===== src/hw/btd_pkg.sv =====
// constants, types and helpers for the bus trace and trigger unit
// How it works
// eight-word capture FIFO for address or data
// two 16-bit comparators, per-comparator direction qualifier
// opcode tracking: trigger only on executed opcode
// range modes: inside or outside A..B
// no matching during serial debug accesses
// comparator A always watches CPU address; with opcode_track_en set, the code compares exec_addr instead of cpu_addr
// comparator B watches address or data
// data compare uses write bus when A qualifies writes
// match breaks, stores data, begins or ends trace
// word count follows every stored word
// early halt realigns stored words by one; the code instead sets the read pointer to wr_q minus the word count
// readout in capture order
// serial debug controller reaches controls and FIFO
// controls also mapped in user register space
// operator configures, arms, then reads FIFO
// capture only while armed, stop when full except in end-trace mode, which overwrites the oldest word
package btd_pkg;
    localparam int ADDR_W = 16;
    localparam int DATA_W = 8;
    localparam int FIFO_DEPTH = 8;
    localparam int PTR_W = 3;
    localparam int CNT_W = 4;
    localparam logic [CNT_W-1:0] CNT_FULL = 4'h8;
    localparam logic [CNT_W-1:0] CNT_RESET = 4'h0;
    localparam logic [PTR_W-1:0] PTR_RESET = 3'h0;
    localparam logic [ADDR_W-1:0] WORD_RESET = 16'h0000;

    // trigger modes
    localparam logic [2:0] MODE_A_ONLY = 3'h0;
    localparam logic [2:0] MODE_A_OR_B = 3'h1;
    localparam logic [2:0] MODE_A_AND_B = 3'h2;
    localparam logic [2:0] MODE_A_AND_BDATA = 3'h3;
    localparam logic [2:0] MODE_A_AND_NOT_BDATA = 3'h4;
    localparam logic [2:0] MODE_INSIDE = 3'h5;
    localparam logic [2:0] MODE_OUTSIDE = 3'h6;

    // what a qualified match does
    localparam logic [1:0] ACT_BREAK = 2'h0;
    localparam logic [1:0] ACT_STORE_DATA = 2'h1;
    localparam logic [1:0] ACT_BEGIN_TRACE = 2'h2;
    localparam logic [1:0] ACT_END_TRACE = 2'h3;

    typedef enum logic [3:0] {
        ST_IDLE = 4'h1,
        ST_ARMED = 4'h2,
        ST_TRACE = 4'h4,
        ST_DONE = 4'h8
    } btd_state_type;

    // direction qualifier: sel 1 = read, 0 = write; rw 1 = read
    function automatic logic btd_dir_ok(input logic en, input logic sel, input logic rw);
        btd_dir_ok = !en || (rw == sel);
    endfunction
endpackage


===== src/hw/btd_trace_unit.sv =====
// bus trace and trigger unit: comparators, trigger sequencer, capture FIFO
`timescale 1ns/1ps
module btd_trace_unit
    import btd_pkg::*;
(
    input wire logic sys_clk,
    input wire logic rst,
    input wire logic [btd_pkg::ADDR_W-1:0] cpu_addr,
    input wire logic [btd_pkg::DATA_W-1:0] cpu_wdata,
    input wire logic [btd_pkg::DATA_W-1:0] cpu_rdata,
    input wire logic cpu_rw,
    input wire logic cpu_access,
    input wire logic exec_valid,
    input wire logic [btd_pkg::ADDR_W-1:0] exec_addr,
    input wire logic cof_valid,
    input wire logic [btd_pkg::ADDR_W-1:0] cof_addr,
    input wire logic serial_debug_access,
    input wire logic arm,
    input wire logic [2:0] trig_mode,
    input wire logic [1:0] trig_action,
    input wire logic opcode_track_en,
    input wire logic [btd_pkg::ADDR_W-1:0] comp_a_value,
    input wire logic [btd_pkg::ADDR_W-1:0] comp_b_value,
    input wire logic dir_qual_enable_a,
    input wire logic dir_select_a,
    input wire logic dir_qual_enable_b,
    input wire logic dir_select_b,
    input wire logic fifo_rd,
    output logic [btd_pkg::ADDR_W-1:0] fifo_rd_data,
    output logic [btd_pkg::CNT_W-1:0] fifo_word_count,
    output logic brk_req,
    output logic trace_armed,
    output logic capture_done
);
    import btd_pkg::*;

    btd_state_type st_q, st_d;
    logic arm_q, arm_d;
    logic [PTR_W-1:0] wr_q, wr_d, rd_q, rd_d;
    logic [CNT_W-1:0] cnt_q, cnt_d;
    logic brk_q, brk_d;
    logic [ADDR_W-1:0] rdata_q, rdata_d;
    logic [ADDR_W-1:0] mem_q [FIFO_DEPTH];

    logic [ADDR_W-1:0] cmp_addr;
    logic cmp_valid;
    logic [DATA_W-1:0] b_data;
    logic a_hit, b_hit, bd_hit, in_range, dir_a, dir_b;
    logic match;
    logic push, pop;
    logic [ADDR_W-1:0] push_data;

    // comparator front end
    always_comb
    begin
        cmp_addr = opcode_track_en ? exec_addr : cpu_addr;
        cmp_valid = opcode_track_en ? exec_valid : cpu_access;
        dir_a = opcode_track_en || btd_dir_ok(dir_qual_enable_a, dir_select_a, cpu_rw);
        dir_b = opcode_track_en || btd_dir_ok(dir_qual_enable_b, dir_select_b, cpu_rw);
        b_data = (dir_qual_enable_a && !dir_select_a) ? cpu_wdata : cpu_rdata;
        a_hit = (cmp_addr == comp_a_value) && dir_a;
        b_hit = (cmp_addr == comp_b_value) && dir_b;
        bd_hit = (b_data == comp_b_value[DATA_W-1:0]) && dir_b;
        in_range = (cmp_addr >= comp_a_value) && (cmp_addr <= comp_b_value);
        match = 1'b0;
        case (trig_mode)
            MODE_A_ONLY: match = a_hit;
            MODE_A_OR_B: match = a_hit || b_hit;
            MODE_A_AND_B: match = a_hit && b_hit;
            MODE_A_AND_BDATA: match = a_hit && bd_hit;
            MODE_A_AND_NOT_BDATA: match = a_hit && !bd_hit;
            MODE_INSIDE: match = in_range && dir_a;
            MODE_OUTSIDE: match = !in_range && dir_a;
            default: match = 1'b0;
        endcase
        match = match && cmp_valid && !serial_debug_access;
    end

    // trigger sequencer and FIFO bookkeeping
    always_comb
    begin
        st_d = st_q;
        arm_d = arm;
        wr_d = wr_q;
        rd_d = rd_q;
        cnt_d = cnt_q;
        brk_d = 1'b0;
        rdata_d = rdata_q;
        push = 1'b0;
        push_data = WORD_RESET;
        pop = fifo_rd && (cnt_q != CNT_RESET);
        if (pop)
        begin
            rdata_d = mem_q[rd_q];
            rd_d = rd_q + 3'h1;
            cnt_d = cnt_q - 4'h1;
        end
        if (!arm && st_q != ST_IDLE)
        begin
            st_d = ST_IDLE;
            if (st_q != ST_DONE && cnt_q < CNT_FULL)
            begin
                rd_d = wr_q - cnt_q[PTR_W-1:0];
            end
        end
        else
        begin
            case (st_q)
                ST_IDLE:
                begin
                    if (arm && !arm_q)
                    begin
                        st_d = ST_ARMED;
                        wr_d = PTR_RESET;
                        rd_d = PTR_RESET;
                        cnt_d = CNT_RESET;
                    end
                end
                ST_ARMED:
                begin
                    if (match)
                    begin
                        case (trig_action)
                            ACT_BREAK:
                            begin
                                brk_d = 1'b1;
                                st_d = ST_DONE;
                            end
                            ACT_STORE_DATA:
                            begin
                                push = 1'b1;
                                push_data = {8'h00, b_data};
                            end
                            ACT_BEGIN_TRACE: st_d = ST_TRACE;
                            default: st_d = ST_DONE;
                        endcase
                    end
                    else if (trig_action == ACT_END_TRACE && cof_valid)
                    begin
                        push = 1'b1;
                        push_data = cof_addr;
                    end
                end
                ST_TRACE:
                begin
                    if (cof_valid)
                    begin
                        push = 1'b1;
                        push_data = cof_addr;
                    end
                end
                ST_DONE: st_d = ST_DONE;
                default: st_d = ST_IDLE;
            endcase
            if (push)
            begin
                wr_d = wr_q + 3'h1;
                if (cnt_d == CNT_FULL)
                begin
                    rd_d = rd_d + 3'h1;
                end
                else
                begin
                    cnt_d = cnt_d + 4'h1;
                end
                if (trig_action != ACT_END_TRACE && cnt_d == CNT_FULL)
                begin
                    st_d = ST_DONE;
                end
            end
        end
    end

    always_ff @(posedge sys_clk)
    begin
        if (rst)
        begin
            st_q <= ST_IDLE;
            arm_q <= 1'b0;
            wr_q <= PTR_RESET;
            rd_q <= PTR_RESET;
            cnt_q <= CNT_RESET;
            brk_q <= 1'b0;
            rdata_q <= WORD_RESET;
        end
        else
        begin
            st_q <= st_d;
            arm_q <= arm_d;
            wr_q <= wr_d;
            rd_q <= rd_d;
            cnt_q <= cnt_d;
            brk_q <= brk_d;
            rdata_q <= rdata_d;
        end
    end

    // storage has no reset; count marks the valid words
    always_ff @(posedge sys_clk)
    begin
        if (push)
        begin
            mem_q[wr_q] <= push_data;
        end
    end

    assign fifo_rd_data = rdata_q;
    assign fifo_word_count = cnt_q;
    assign brk_req = brk_q;
    assign trace_armed = (st_q != ST_IDLE);
    assign capture_done = (st_q == ST_DONE);

    AST_COUNT_LIMIT:
        assert property (@(posedge sys_clk) disable iff (rst) cnt_q <= CNT_FULL)
        else $error("fifo word count above depth");

    AST_SERIAL_SUPPRESS:
        assert property (@(posedge sys_clk) disable iff (rst) serial_debug_access |-> !match)
        else $error("match during serial debug access");

    AST_TRACK_EXEC:
        assert property (@(posedge sys_clk) disable iff (rst)
            (opcode_track_en && !exec_valid) |-> !match)
        else $error("tracked match without executed opcode");

    AST_A_ADDR:
        assert property (@(posedge sys_clk) disable iff (rst)
            (trig_mode == MODE_A_ONLY && !opcode_track_en && cpu_access && !serial_debug_access
             && !dir_qual_enable_a && cpu_addr == comp_a_value) |-> match)
        else $error("comparator A missed address");

    AST_B_ADDR:
        assert property (@(posedge sys_clk) disable iff (rst)
            (trig_mode == MODE_A_OR_B && !opcode_track_en && cpu_access && !serial_debug_access
             && !dir_qual_enable_b && cpu_addr == comp_b_value) |-> match)
        else $error("comparator B missed address");

    AST_WDATA_SEL:
        assert property (@(posedge sys_clk) disable iff (rst)
            (dir_qual_enable_a && !dir_select_a) |-> b_data == cpu_wdata)
        else $error("data compare not on write bus");

    AST_RANGE_LOW:
        assert property (@(posedge sys_clk) disable iff (rst)
            (trig_mode == MODE_INSIDE && !opcode_track_en && cpu_addr < comp_a_value)
            |-> !match)
        else $error("inside range fired below lower bound");

    AST_BREAK_CAUSE:
        assert property (@(posedge sys_clk) disable iff (rst)
            (st_q == ST_ARMED && arm && match && trig_action == ACT_BREAK)
            |=> brk_req && capture_done)
        else $error("breakpoint not raised on match");

    AST_COUNT_UP:
        assert property (@(posedge sys_clk) disable iff (rst)
            (push && !pop && cnt_q < 4'h7 && arm) |=> cnt_q == $past(cnt_q) + 4'h1)
        else $error("word count did not follow store");

    AST_IDLE_NO_STORE:
        assert property (@(posedge sys_clk) disable iff (rst)
            (st_q == ST_IDLE) |-> !push)
        else $error("capture while disarmed");

    AST_READ_ORDER:
        assert property (@(posedge sys_clk) disable iff (rst)
            pop |=> fifo_rd_data == $past(mem_q[rd_q]) && fifo_word_count == $past(cnt_q) - 4'h1
                    || $past(push))
        else $error("readout not in capture order");
endmodule // btd_trace_unit


===== config.mk =====
export PLATFORM = sky130hd
export DESIGN_NAME = btd_trace_unit
export DESIGN_NICKNAME = d
export VERILOG_FILES = /design/src/hw/btd_pkg.sv /design/src/hw/btd_trace_unit.sv
export SDC_FILE = /design/constraint.sdc
export NUM_CORES = 1
export LEC_CHECK = 0
export ABC_AREA = 1
export BUFFER_PORTS_ARGS = -buffer_cell sky130_fd_sc_hd__buf_4
export CAP_MARGIN = 20
export CORE_MARGIN = 10
export CORE_UTILIZATION = 55
export CTS_CLUSTER_SIZE = 40
export DETAILED_ROUTE_END_ITERATION = 10
export PLACE_DENSITY_LB_ADDON = 0.05
export SKIP_CTS_REPAIR_TIMING = 1
export SYNTH_ARGS = -nofsm -noshare
export SYNTH_HDL_FRONTEND = slang
export SYNTH_SLANG_ARGS = --single-unit

===== constraint.sdc =====
create_clock -name sys_clk -period 5.4 [get_ports sys_clk]
set_clock_uncertainty 0.2 [all_clocks]
set_input_delay 0.27 -clock sys_clk [delete_from_list [all_inputs] [get_ports sys_clk]]
set_output_delay 0.27 -clock sys_clk [all_outputs]
set_load 0.005 [all_outputs]

== After elaboration in Yosys (flattened, before gate mapping) ==
Memories as Yosys holds them, arrays and structs flattened. A register that Yosys moved wholly into a read port is not among the register bits.
Cells that the tools add are included.
Storage, ports and cells
  flip-flop bits (word level): 16
  memory bits (writable): 128
  input bits: 115
  output and inout bits: 23
  logic and storage cells: 127
  memories: 1
Memory list
  mem_q: words 8, bits a word 16, rd ports 1, clocked after memory_dff 1, wr ports 1, line btd_trace_unit.sv:43  | logic [ADDR_W-1:0] mem_q [FIFO_DEPTH];
Operators by class
  add/sub/neg operators: 6
  $lt $le $gt $ge: 3
  equal/unequal tests: 23
  mux-type cells: 46
  bitwise operators: 3
  reduce and logical (&&, ||, !) cells: 39
Operator list (count)
  $mux W16: 5
  $mux W4: 13
  $mux W3: 11
  $eq A16 B16 Y1: 2
  $pmux W16 S2: 1
  $logic_and A1 B1 Y1: 18
  $ge A16 B16 Y1: 1
  $le A16 B16 Y1: 1
  $mux W8: 2
  $pmux W4 S4: 1
  $eq A4 B4 Y1 const B: 3
  $mux W1: 10
  $add A3 B1 Y3 const B: 3
  $eq A3 B3 Y1 const B: 3
  $eq A8 B8 Y1: 1
  $logic_not A1 Y1: 8
  $pmux W4 S2: 1
  $pmux W1 S7: 1
  $eq A3 B2 Y1 const B: 2
  $logic_or A1 B1 Y1: 5
  $add A4 B1 Y4 const B: 1
  $eq A2 B2 Y1 const B: 2
  $eq A4 B1 Y1 const B: 1
  $eq A4 B2 Y1 const B: 1
  19 further kinds: 23

== Logic depth before layout (Yosys ltp) ==
Gate-level depths: netlist (run 1).
  depth in word-level cells: 19
  gate-level depth with buffers: 26
  gate-level depth less buffers: 24

== Least setup slack after synthesis (run 1) ==
No wires, ideal clock.
  path type: input -> register
  start: input opcode_track_en
  end: memory mem_q[2][0], enable pin
  setup time: 0.409 ns
  arrival time: 3.541 ns
  required time: 4.791 ns
  setup slack: 1.249 ns
  stages on the path: 18
  buffers on the path: 2
  path through: buf_2 inv_2 clkbuf_1 nand2_1 nand2_1 ha_1 nand2_1 nor2_1 nand4_1 nor2_1 nand2_1 a21oi_1 nand3_2 nand3_4 nand4_4 nand3_4 nand2_1 nor3_1
Between the ends
  cells in the longest elaborated chain, start to end: 14
  elaborated cells between the ends (all ways): 29
  classes of those cells: 2 x order compare; 2 x eq/ne; 9 x mux; 16 x reduce/logical
RTL lines
  start: declaration: line btd_trace_unit.sv:21  | input wire logic opcode_track_en,
  $mux W16: line btd_trace_unit.sv:56  | cmp_addr = opcode_track_en ? exec_addr : cpu_addr;
  $ge A16 B16 Y1 / $le A16 B16 Y1 (equally long branches): line btd_trace_unit.sv:64  | in_range = (cmp_addr >= comp_a_value) && (cmp_addr <= comp_b_value);
  $logic_and A1 B1 Y1: line btd_trace_unit.sv:64
  $logic_not A1 Y1: line btd_trace_unit.sv:73  | MODE_OUTSIDE: match = !in_range && dir_a;
  $logic_and A1 B1 Y1: line btd_trace_unit.sv:73
  $pmux W1 S7: line btd_trace_unit.sv:66  | case (trig_mode)
  $logic_and A1 B1 Y1 * (2 in series): line btd_trace_unit.sv:76  | match = match && cmp_valid && !serial_debug_access;
  $mux W1 *: line btd_trace_unit.sv:121  | if (match)
  $pmux W1 S2 *: line btd_trace_unit.sv:108  | case (st_q)
  $mux W1 * (2 in series): line btd_trace_unit.sv:98  | if (!arm && st_q != ST_IDLE)
  $mux W1 *: line btd_trace_unit.sv:201  | if (push)
  $mux W1 (implied by the code) *: line btd_trace_unit.sv:203  | mem_q[wr_q] <= push_data;
  end: declaration: line btd_trace_unit.sv:43
Every way passes the cells marked *; elsewhere a longest branch is shown, timed or not. The select of a mux whose other input is x is not followed.

== Final worst setup path (run 1) ==
  start: input opcode_track_en
  end: memory mem_q[5][6], enable pin
Same word-level chain as after synthesis.

==> results.sh, run 1 <==
export IMPL_status="completed"
export IMPL_slew_headroom=0.490
export IMPL_antenna_found_initial=0
export IMPL_grt_overflow_total=0
export IMPL_die_y_um=145
export IMPL_grt_pass1_wl_um=34700
export IMPL_drcViolationCount=0
export IMPL_synth_nets=1085
export IMPL_power_mw=3.40
export IMPL_ys_seq_area_frac=0.524
export IMPL_io_buffers=137
export IMPL_synth_seq_cells=160
export IMPL_cts_root_buffer_cell="clkbuf_16"
export IMPL_die_area_mm2=0.0209
export IMPL_cts_tree="yes"
export IMPL_met3_usage=0.0688
export IMPL_grt_pass1_vias=6905
export IMPL_final_cell_area_mm2=0.0104
export IMPL_synth_most_common_cell="nand2_1"
export IMPL_crit_required_ns=5.31
export IMPL_grt_busiest_layer="met2"
export IMPL_synth_top_area_frac=0.449
export IMPL_drt_iter0_markers=422
export IMPL_fin_nets=1220
export IMPL_clock_sinks=160
export IMPL_grt_met1_usage=0.260
export IMPL_diodes=0
export IMPL_dp_hpwl_um=15400
export IMPL_rows=45
export IMPL_max_freq_mhz=267
export IMPL_vias=6836
export IMPL_path_class="input port to flip-flop"
export IMPL_synth_edf_count=128
export IMPL_fin_util=0.687
export IMPL_grt_total_usage=0.214
export IMPL_clkSlewWorstSetupHoldPaths_ns=0.06
export IMPL_clk_path_buf_depth=2
export IMPL_ys_warn_count=0
export IMPL_setup_tns_ns=0
export IMPL_period_minus_slack_ns=3.75
export IMPL_wirelength_um=21800
export IMPL_synth_top_cells_by_area="edfxtp_1 45%, nand2_1 8.6%, dfxtp_1 7.5%"
export IMPL_grt_max_degree=67
export IMPL_synth_cell_type_count=41
export IMPL_rsz0062_at_grt="false"
export IMPL_leakagePower_nw=4.44
export IMPL_firstDrtPassIters=5
export IMPL_syn_area_mm2=0.00856
export IMPL_cts_max_level=4
export IMPL_grt_use_met2=0.363
export IMPL_finalSetupViolCount=0
export IMPL_areaGrowthSynthToFinish_pct=22.0
export IMPL_numCtsBuffers=17
export IMPL_worstSetupEndpointType="flip-flop"
export IMPL_period_share=0.695
export IMPL_critPathLaunchType="input port"
export IMPL_synth_top_area_cell="edfxtp_1"
export IMPL_place_congestion=0.892
export IMPL_dpl_instance_area_mm2=0.00979
export IMPL_clk_latency_ns=0.42
export IMPL_vias_per_cell=5.42
export IMPL_final_layout_size_suffix_gt1_frac=0.192
export IMPL_slew_violations=0
export IMPL_ys_flop_type="edfxtp_1"
export IMPL_core_area_mm2=0.0152
export IMPL_start_util=0.563
export IMPL_synthArstFlopShare=0
export IMPL_hold_viol=0
export IMPL_postSynthAreaPerCell_um2=9.24
export IMPL_yosys_top_cells_count="196 x nand2_1, 128 x edfxtp_1, 124 x nor2_1"
export IMPL_pin_count=138
export IMPL_hold_path_class="input port to flip-flop"
export IMPL_wire_per_inst_um=17.3
export IMPL_postSynthCellCount=926
export IMPL_worst_path_max_fanout=18
export IMPL_die_w_um=145
export IMPL_vdd_drop_max_uv=233
export IMPL_arrival_ns=3.66
export IMPL_p_per_area_mw_per_mm2=326
export IMPL_worstMarginPinSlew_ns=0.764
export IMPL_postRouteAntennaNets=0
export IMPL_drv_cap=0
placed cells by master, fill, tap and decap left out, types with 3 or more instances in the layout:
cell        Yosys  final
mux2i_1        17     17
clkbuf_16       0     17
clkinv_1        1      5
nand3_2         3      3
nand2_4         3      3
nor2_1        124    124
bufinv_16       0      4
nor3_1          6      3
ha_1           43     43
o21ai_0        47     47
o32ai_1        16     16
clkinvlp_4      0      3
nand2_2         3      3
inv_1          98     98
nand2_1       196    196
nor3_2          2      5
nand3b_1        4      4
xor2_1          8      8
edfxtp_1      128    128
dfxtp_1        32     30
nand4_1         8      8
o221ai_1       17     17
a21oi_1        46     46
o21ai_1         4      4
buf_4           2    152
o211ai_1       21     21
nand3_1        42     42
per-layer routing:
layer	routed length, µm	vias up
met1	9290	3171
met4	222	0
met2	10700	196
met5	0	-
met3	1540	18
li1	-	3451
through the flow:
stage          instances  worst slack, ns  hold slack [ns]
2_1_floorplan        926             1.25            0.195
3_3_place_gp        1228             1.37            0.253
3_5_place_dp        1228             1.22            0.256
4_1_cts             1260             1.67           -0.133
5_1_grt             1262             1.30           0.0344
6_report            1262             1.65           0.0387
sequential cells by signal, summed over array words and instances, names as in the netlist:
register and count:
arm_q 1, fifo_rd_data 16, wr_q 3, rd_q 3, brk_req 1, fifo_word_count 4
mem_q 128, st_q 4
power breakdown:
group          total [mW]  internal [mW]  switching (mW)
Clock                1.22          0.776           0.447
Combinational       0.787          0.332           0.455
Sequential           1.39           1.35          0.0367
Total                3.40           2.46           0.939
critical path: stages:
cell and delay, ns:
buf_4 0.19, inv_2 0.17, nand2_1 0.09, nand2_1 0.07
ha_1 0.30, nand2_1 0.06, nor2_1 0.23, nand4_1 0.17
nor2_1 0.15, nand2_1 0.06, a21oi_1 0.16, nand3_2 0.12
nand3_4 0.12, nand4_4 0.13, nand3_4 0.22, nand3_2 0.15
nor2_1 0.60, buf_4 0.36
final cells by class:
class | instances | area [µm²]
clock buffers | 19 | 443
clock inverters | 13 | 168
fillers | 1208 | 4760
inverters | 101 | 379
multi-input cells | 627 | 3550
flip-flops and latches | 160 | 4490
well taps | 188 | 235
repair buffers | 154 | 1180
cell families (layout without fill, tap and decap cells):
logic type / after synthesis / after routing / synth area share
flops: 160 / 160 / 0.524
compound gates: 155 / 155 / 0.112
fa+ha+maj: 44 / 44 / 0.0652
xor+xnor: 10 / 10 / 0.0102
buf+inv: 139 / 287 / 0.0637
simple gates: 401 / 401 / 0.205
mux: 17 / 17 / 0.0199
worst paths after layout:
path,slack [ns],cells past startpoint,endpoint,start
setup reg to reg,2.37,16,st_q[1],fifo_word_count[1]
hold / removal,0.04,4,brk_req,serial_debug_access
setup / recovery,1.65,18,mem_q[5][6],opcode_track_en
hold reg to reg,0.26,2,fifo_rd_data[11],fifo_rd_data[11]
No activity file was read; power rests on OpenSTA's default activity.
==> run 2, diff against run 1 <==
==> constraint.sdc (replaced) <==
create_clock -name sys_clk -period 3.5 [get_ports sys_clk]
set_clock_uncertainty 0.2 [all_clocks]
set_input_delay 0.175 -clock sys_clk [delete_from_list [all_inputs] [get_ports sys_clk]]
set_output_delay 0.175 -clock sys_clk [all_outputs]
set_load 0.005 [all_outputs]
==> run 2 against run 1 <==
  * The flow now finishes with violations (hold timing)
  * Wire length increased by 0.92%
  * Clock power rose by 57%
  * Hold slack got worse by 0.046 ns
  * Total power increased by 56%
  * Largest cell class unchanged
==> results.sh, run 2 (same netlist as run 1, synthesis figures left out) <==
export IMPL_met3_usage=0.0623
export IMPL_die_y_um=145
export IMPL_r2r_end="st_q[1]"
export IMPL_worstMarginPinSlew_ns=0.825
export IMPL_cts_max_level=4
export IMPL_p_per_area_mw_per_mm2=496
export IMPL_fin_util=0.702
export IMPL_crit_path_start="opcode_track_en"
export IMPL_final_cell_area_mm2=0.0107
export IMPL_pin_count=138
export IMPL_max_freq_mhz=327
export IMPL_arrival_ns=2.97
export IMPL_rr_startpoint="fifo_word_count[0]"
export IMPL_worst_path_max_fanout=18
export IMPL_grt_busiest_layer="met2"
export IMPL_fin_nets=1243
export IMPL_grt_pass1_wl_um=35500
export IMPL_vdd_drop_max_uv=413
export IMPL_clock_sinks=160
export IMPL_die_area_mm2=0.0209
export IMPL_power_mw=5.29
export IMPL_period_minus_slack_ns=3.05
export IMPL_postRouteAntennaNets=0
export IMPL_cpMostUsedCell="nand2_1"
export IMPL_crit_chain="buf_4, inv_4, nand2_1, nand2_1, ha_1, nand2_1, nor2_2, nand4_1, nor2_1, nand2_1, a21oi_2, nand3_2, nand3_4, nand4_4, inv_1, nand2_1, a21oi_1"
export IMPL_setup_tns_ns=0
export IMPL_seqPwrFrac=0.405
export IMPL_place_congestion=0.848
export IMPL_antenna_found_initial=0
export IMPL_dp_hpwl_um=16200
export IMPL_layout_commonest_cell="nand2_1"
export IMPL_r2r_slack_ns=0.47
export IMPL_pwr_share_comb=0.233
export IMPL_cts_tree="yes"
export IMPL_reg2regPathDepth=15
export IMPL_largest_reg_flops=128
export IMPL_diodes=0
export IMPL_grt_total_usage=0.217
export IMPL_wirelength_um=22000
export IMPL_final_layout_size_suffix_gt1_frac=0.215
export IMPL_hold_path_class="input port to flip-flop"
export IMPL_violations="hold timing"
export IMPL_fin_ws_ns=0.446
export IMPL_slew_violations=0
export IMPL_critPathLaunchType="input port"
export IMPL_vias_per_cell=5.45
export IMPL_clkSlewWorstSetupHoldPaths_ns=0.07
export IMPL_grt_overflow_total=0
export IMPL_dpl_instance_area_mm2=0.0100
export IMPL_grt_max_degree=65
export IMPL_cp_slowest_cell="a21oi_1"
export IMPL_p_int_mw=3.75
export IMPL_drt_iter0_markers=465
export IMPL_rsz0062_at_grt="false"
export IMPL_grt_use_met2=0.357
export IMPL_core_area_mm2=0.0152
export IMPL_final_cell_mix="196 x nand2_1, 170 x buf_4, 128 x edfxtp_1"
export IMPL_die_w_um=145
export IMPL_wire_per_inst_um=17.1
export IMPL_rows=45
export IMPL_p_switching_mw=1.55
export IMPL_drcViolationCount=0
export IMPL_crit_required_ns=3.42
export IMPL_dp_cells=1250
export IMPL_whs_ns=-0.00736
export IMPL_clkPwrFrac=0.362
export IMPL_endpoint="mem_q[2][5]"
export IMPL_worstSetupEndpointType="flip-flop"
export IMPL_finalSetupViolCount=0
export IMPL_leakagePower_nw=4.58
export IMPL_dp_slack_ns=0.0793
export IMPL_path_class="input port to flip-flop"
export IMPL_cts_root_buffer_cell="clkbuf_16"
export IMPL_max_stage_delay_ns=0.57
export IMPL_drv_cap=0
export IMPL_period_share=0.872
export IMPL_start_util=0.563
export IMPL_hold_viol=1
export IMPL_numCtsBuffers=17
export IMPL_grt_pass1_vias=7062
export IMPL_status="finished with violations"
export IMPL_io_buffers=137
export IMPL_firstDrtPassIters=5
export IMPL_vias=6998
export IMPL_clk_latency_ns=0.43
export IMPL_top_register="mem_q"
export IMPL_fin_cells=1285
export IMPL_areaGrowthSynthToFinish_pct=24.8
export IMPL_slew_headroom=0.449
export IMPL_grt_met1_usage=0.268
export IMPL_p_sw_frac=0.292
export IMPL_clk_path_buf_depth=2
==> run 2: final cells by class <==
cell class | instances | area, µm²
clock buffer | 17 | 425
sequential | 160 | 4490
tap | 188 | 235
fill | 1222 | 4520
inverter | 101 | 382
clock inverter | 15 | 196
timing repair buffer | 177 | 1390
multi-input combinational | 627 | 3570
==> run 2: power groups by stage <==
stage | combinational, mW | clock [mW] | sequential, mW
after floorplan | 0.807 | 0 | 2.17
after global placement | 1.21 | 0 | 2.18
after detailed placement | 1.23 | 0 | 2.18
after CTS | 1.23 | 1.94 | 2.14
after global routing | 1.39 | 2.03 | 2.15
final | 1.23 | 1.92 | 2.14
==> run 2: critical path: cells and delay by family <==
family	cells	cell delay, ns
and+or+nand+nor	11	1.26
adders and majority gates	1	0.30
buffers and inverters	3	0.56
AOI/OAI and AO/OA	2	0.69
==> run 2: worst min path at each step <==
| stage | from | end | slack (ns) | cells after the start |
|---|---|---|---|---|
| after CTS | arm | arm_q | -0.23 | 3 |
| final | trig_action[1] | brk_req | -0.007 | 5 |
| after floorplan | arm | arm_q | 0.1 | 2 |
| after global placement | arm | arm_q | 0.21 | 3 |
| after detailed placement | arm | arm_q | 0.21 | 3 |
| after global routing | trig_action[1] | brk_req | 0.02 | 5 |
==> run 2: metal layers <==
| layer | vias up | routed length (µm) |
|---|---|---|
| met4 | 0 | 383 |
| met5 | - | 0 |
| met3 | 31 | 1710 |
| li1 | 3504 | - |
| met1 | 3215 | 9400 |
| met2 | 248 | 10500 |
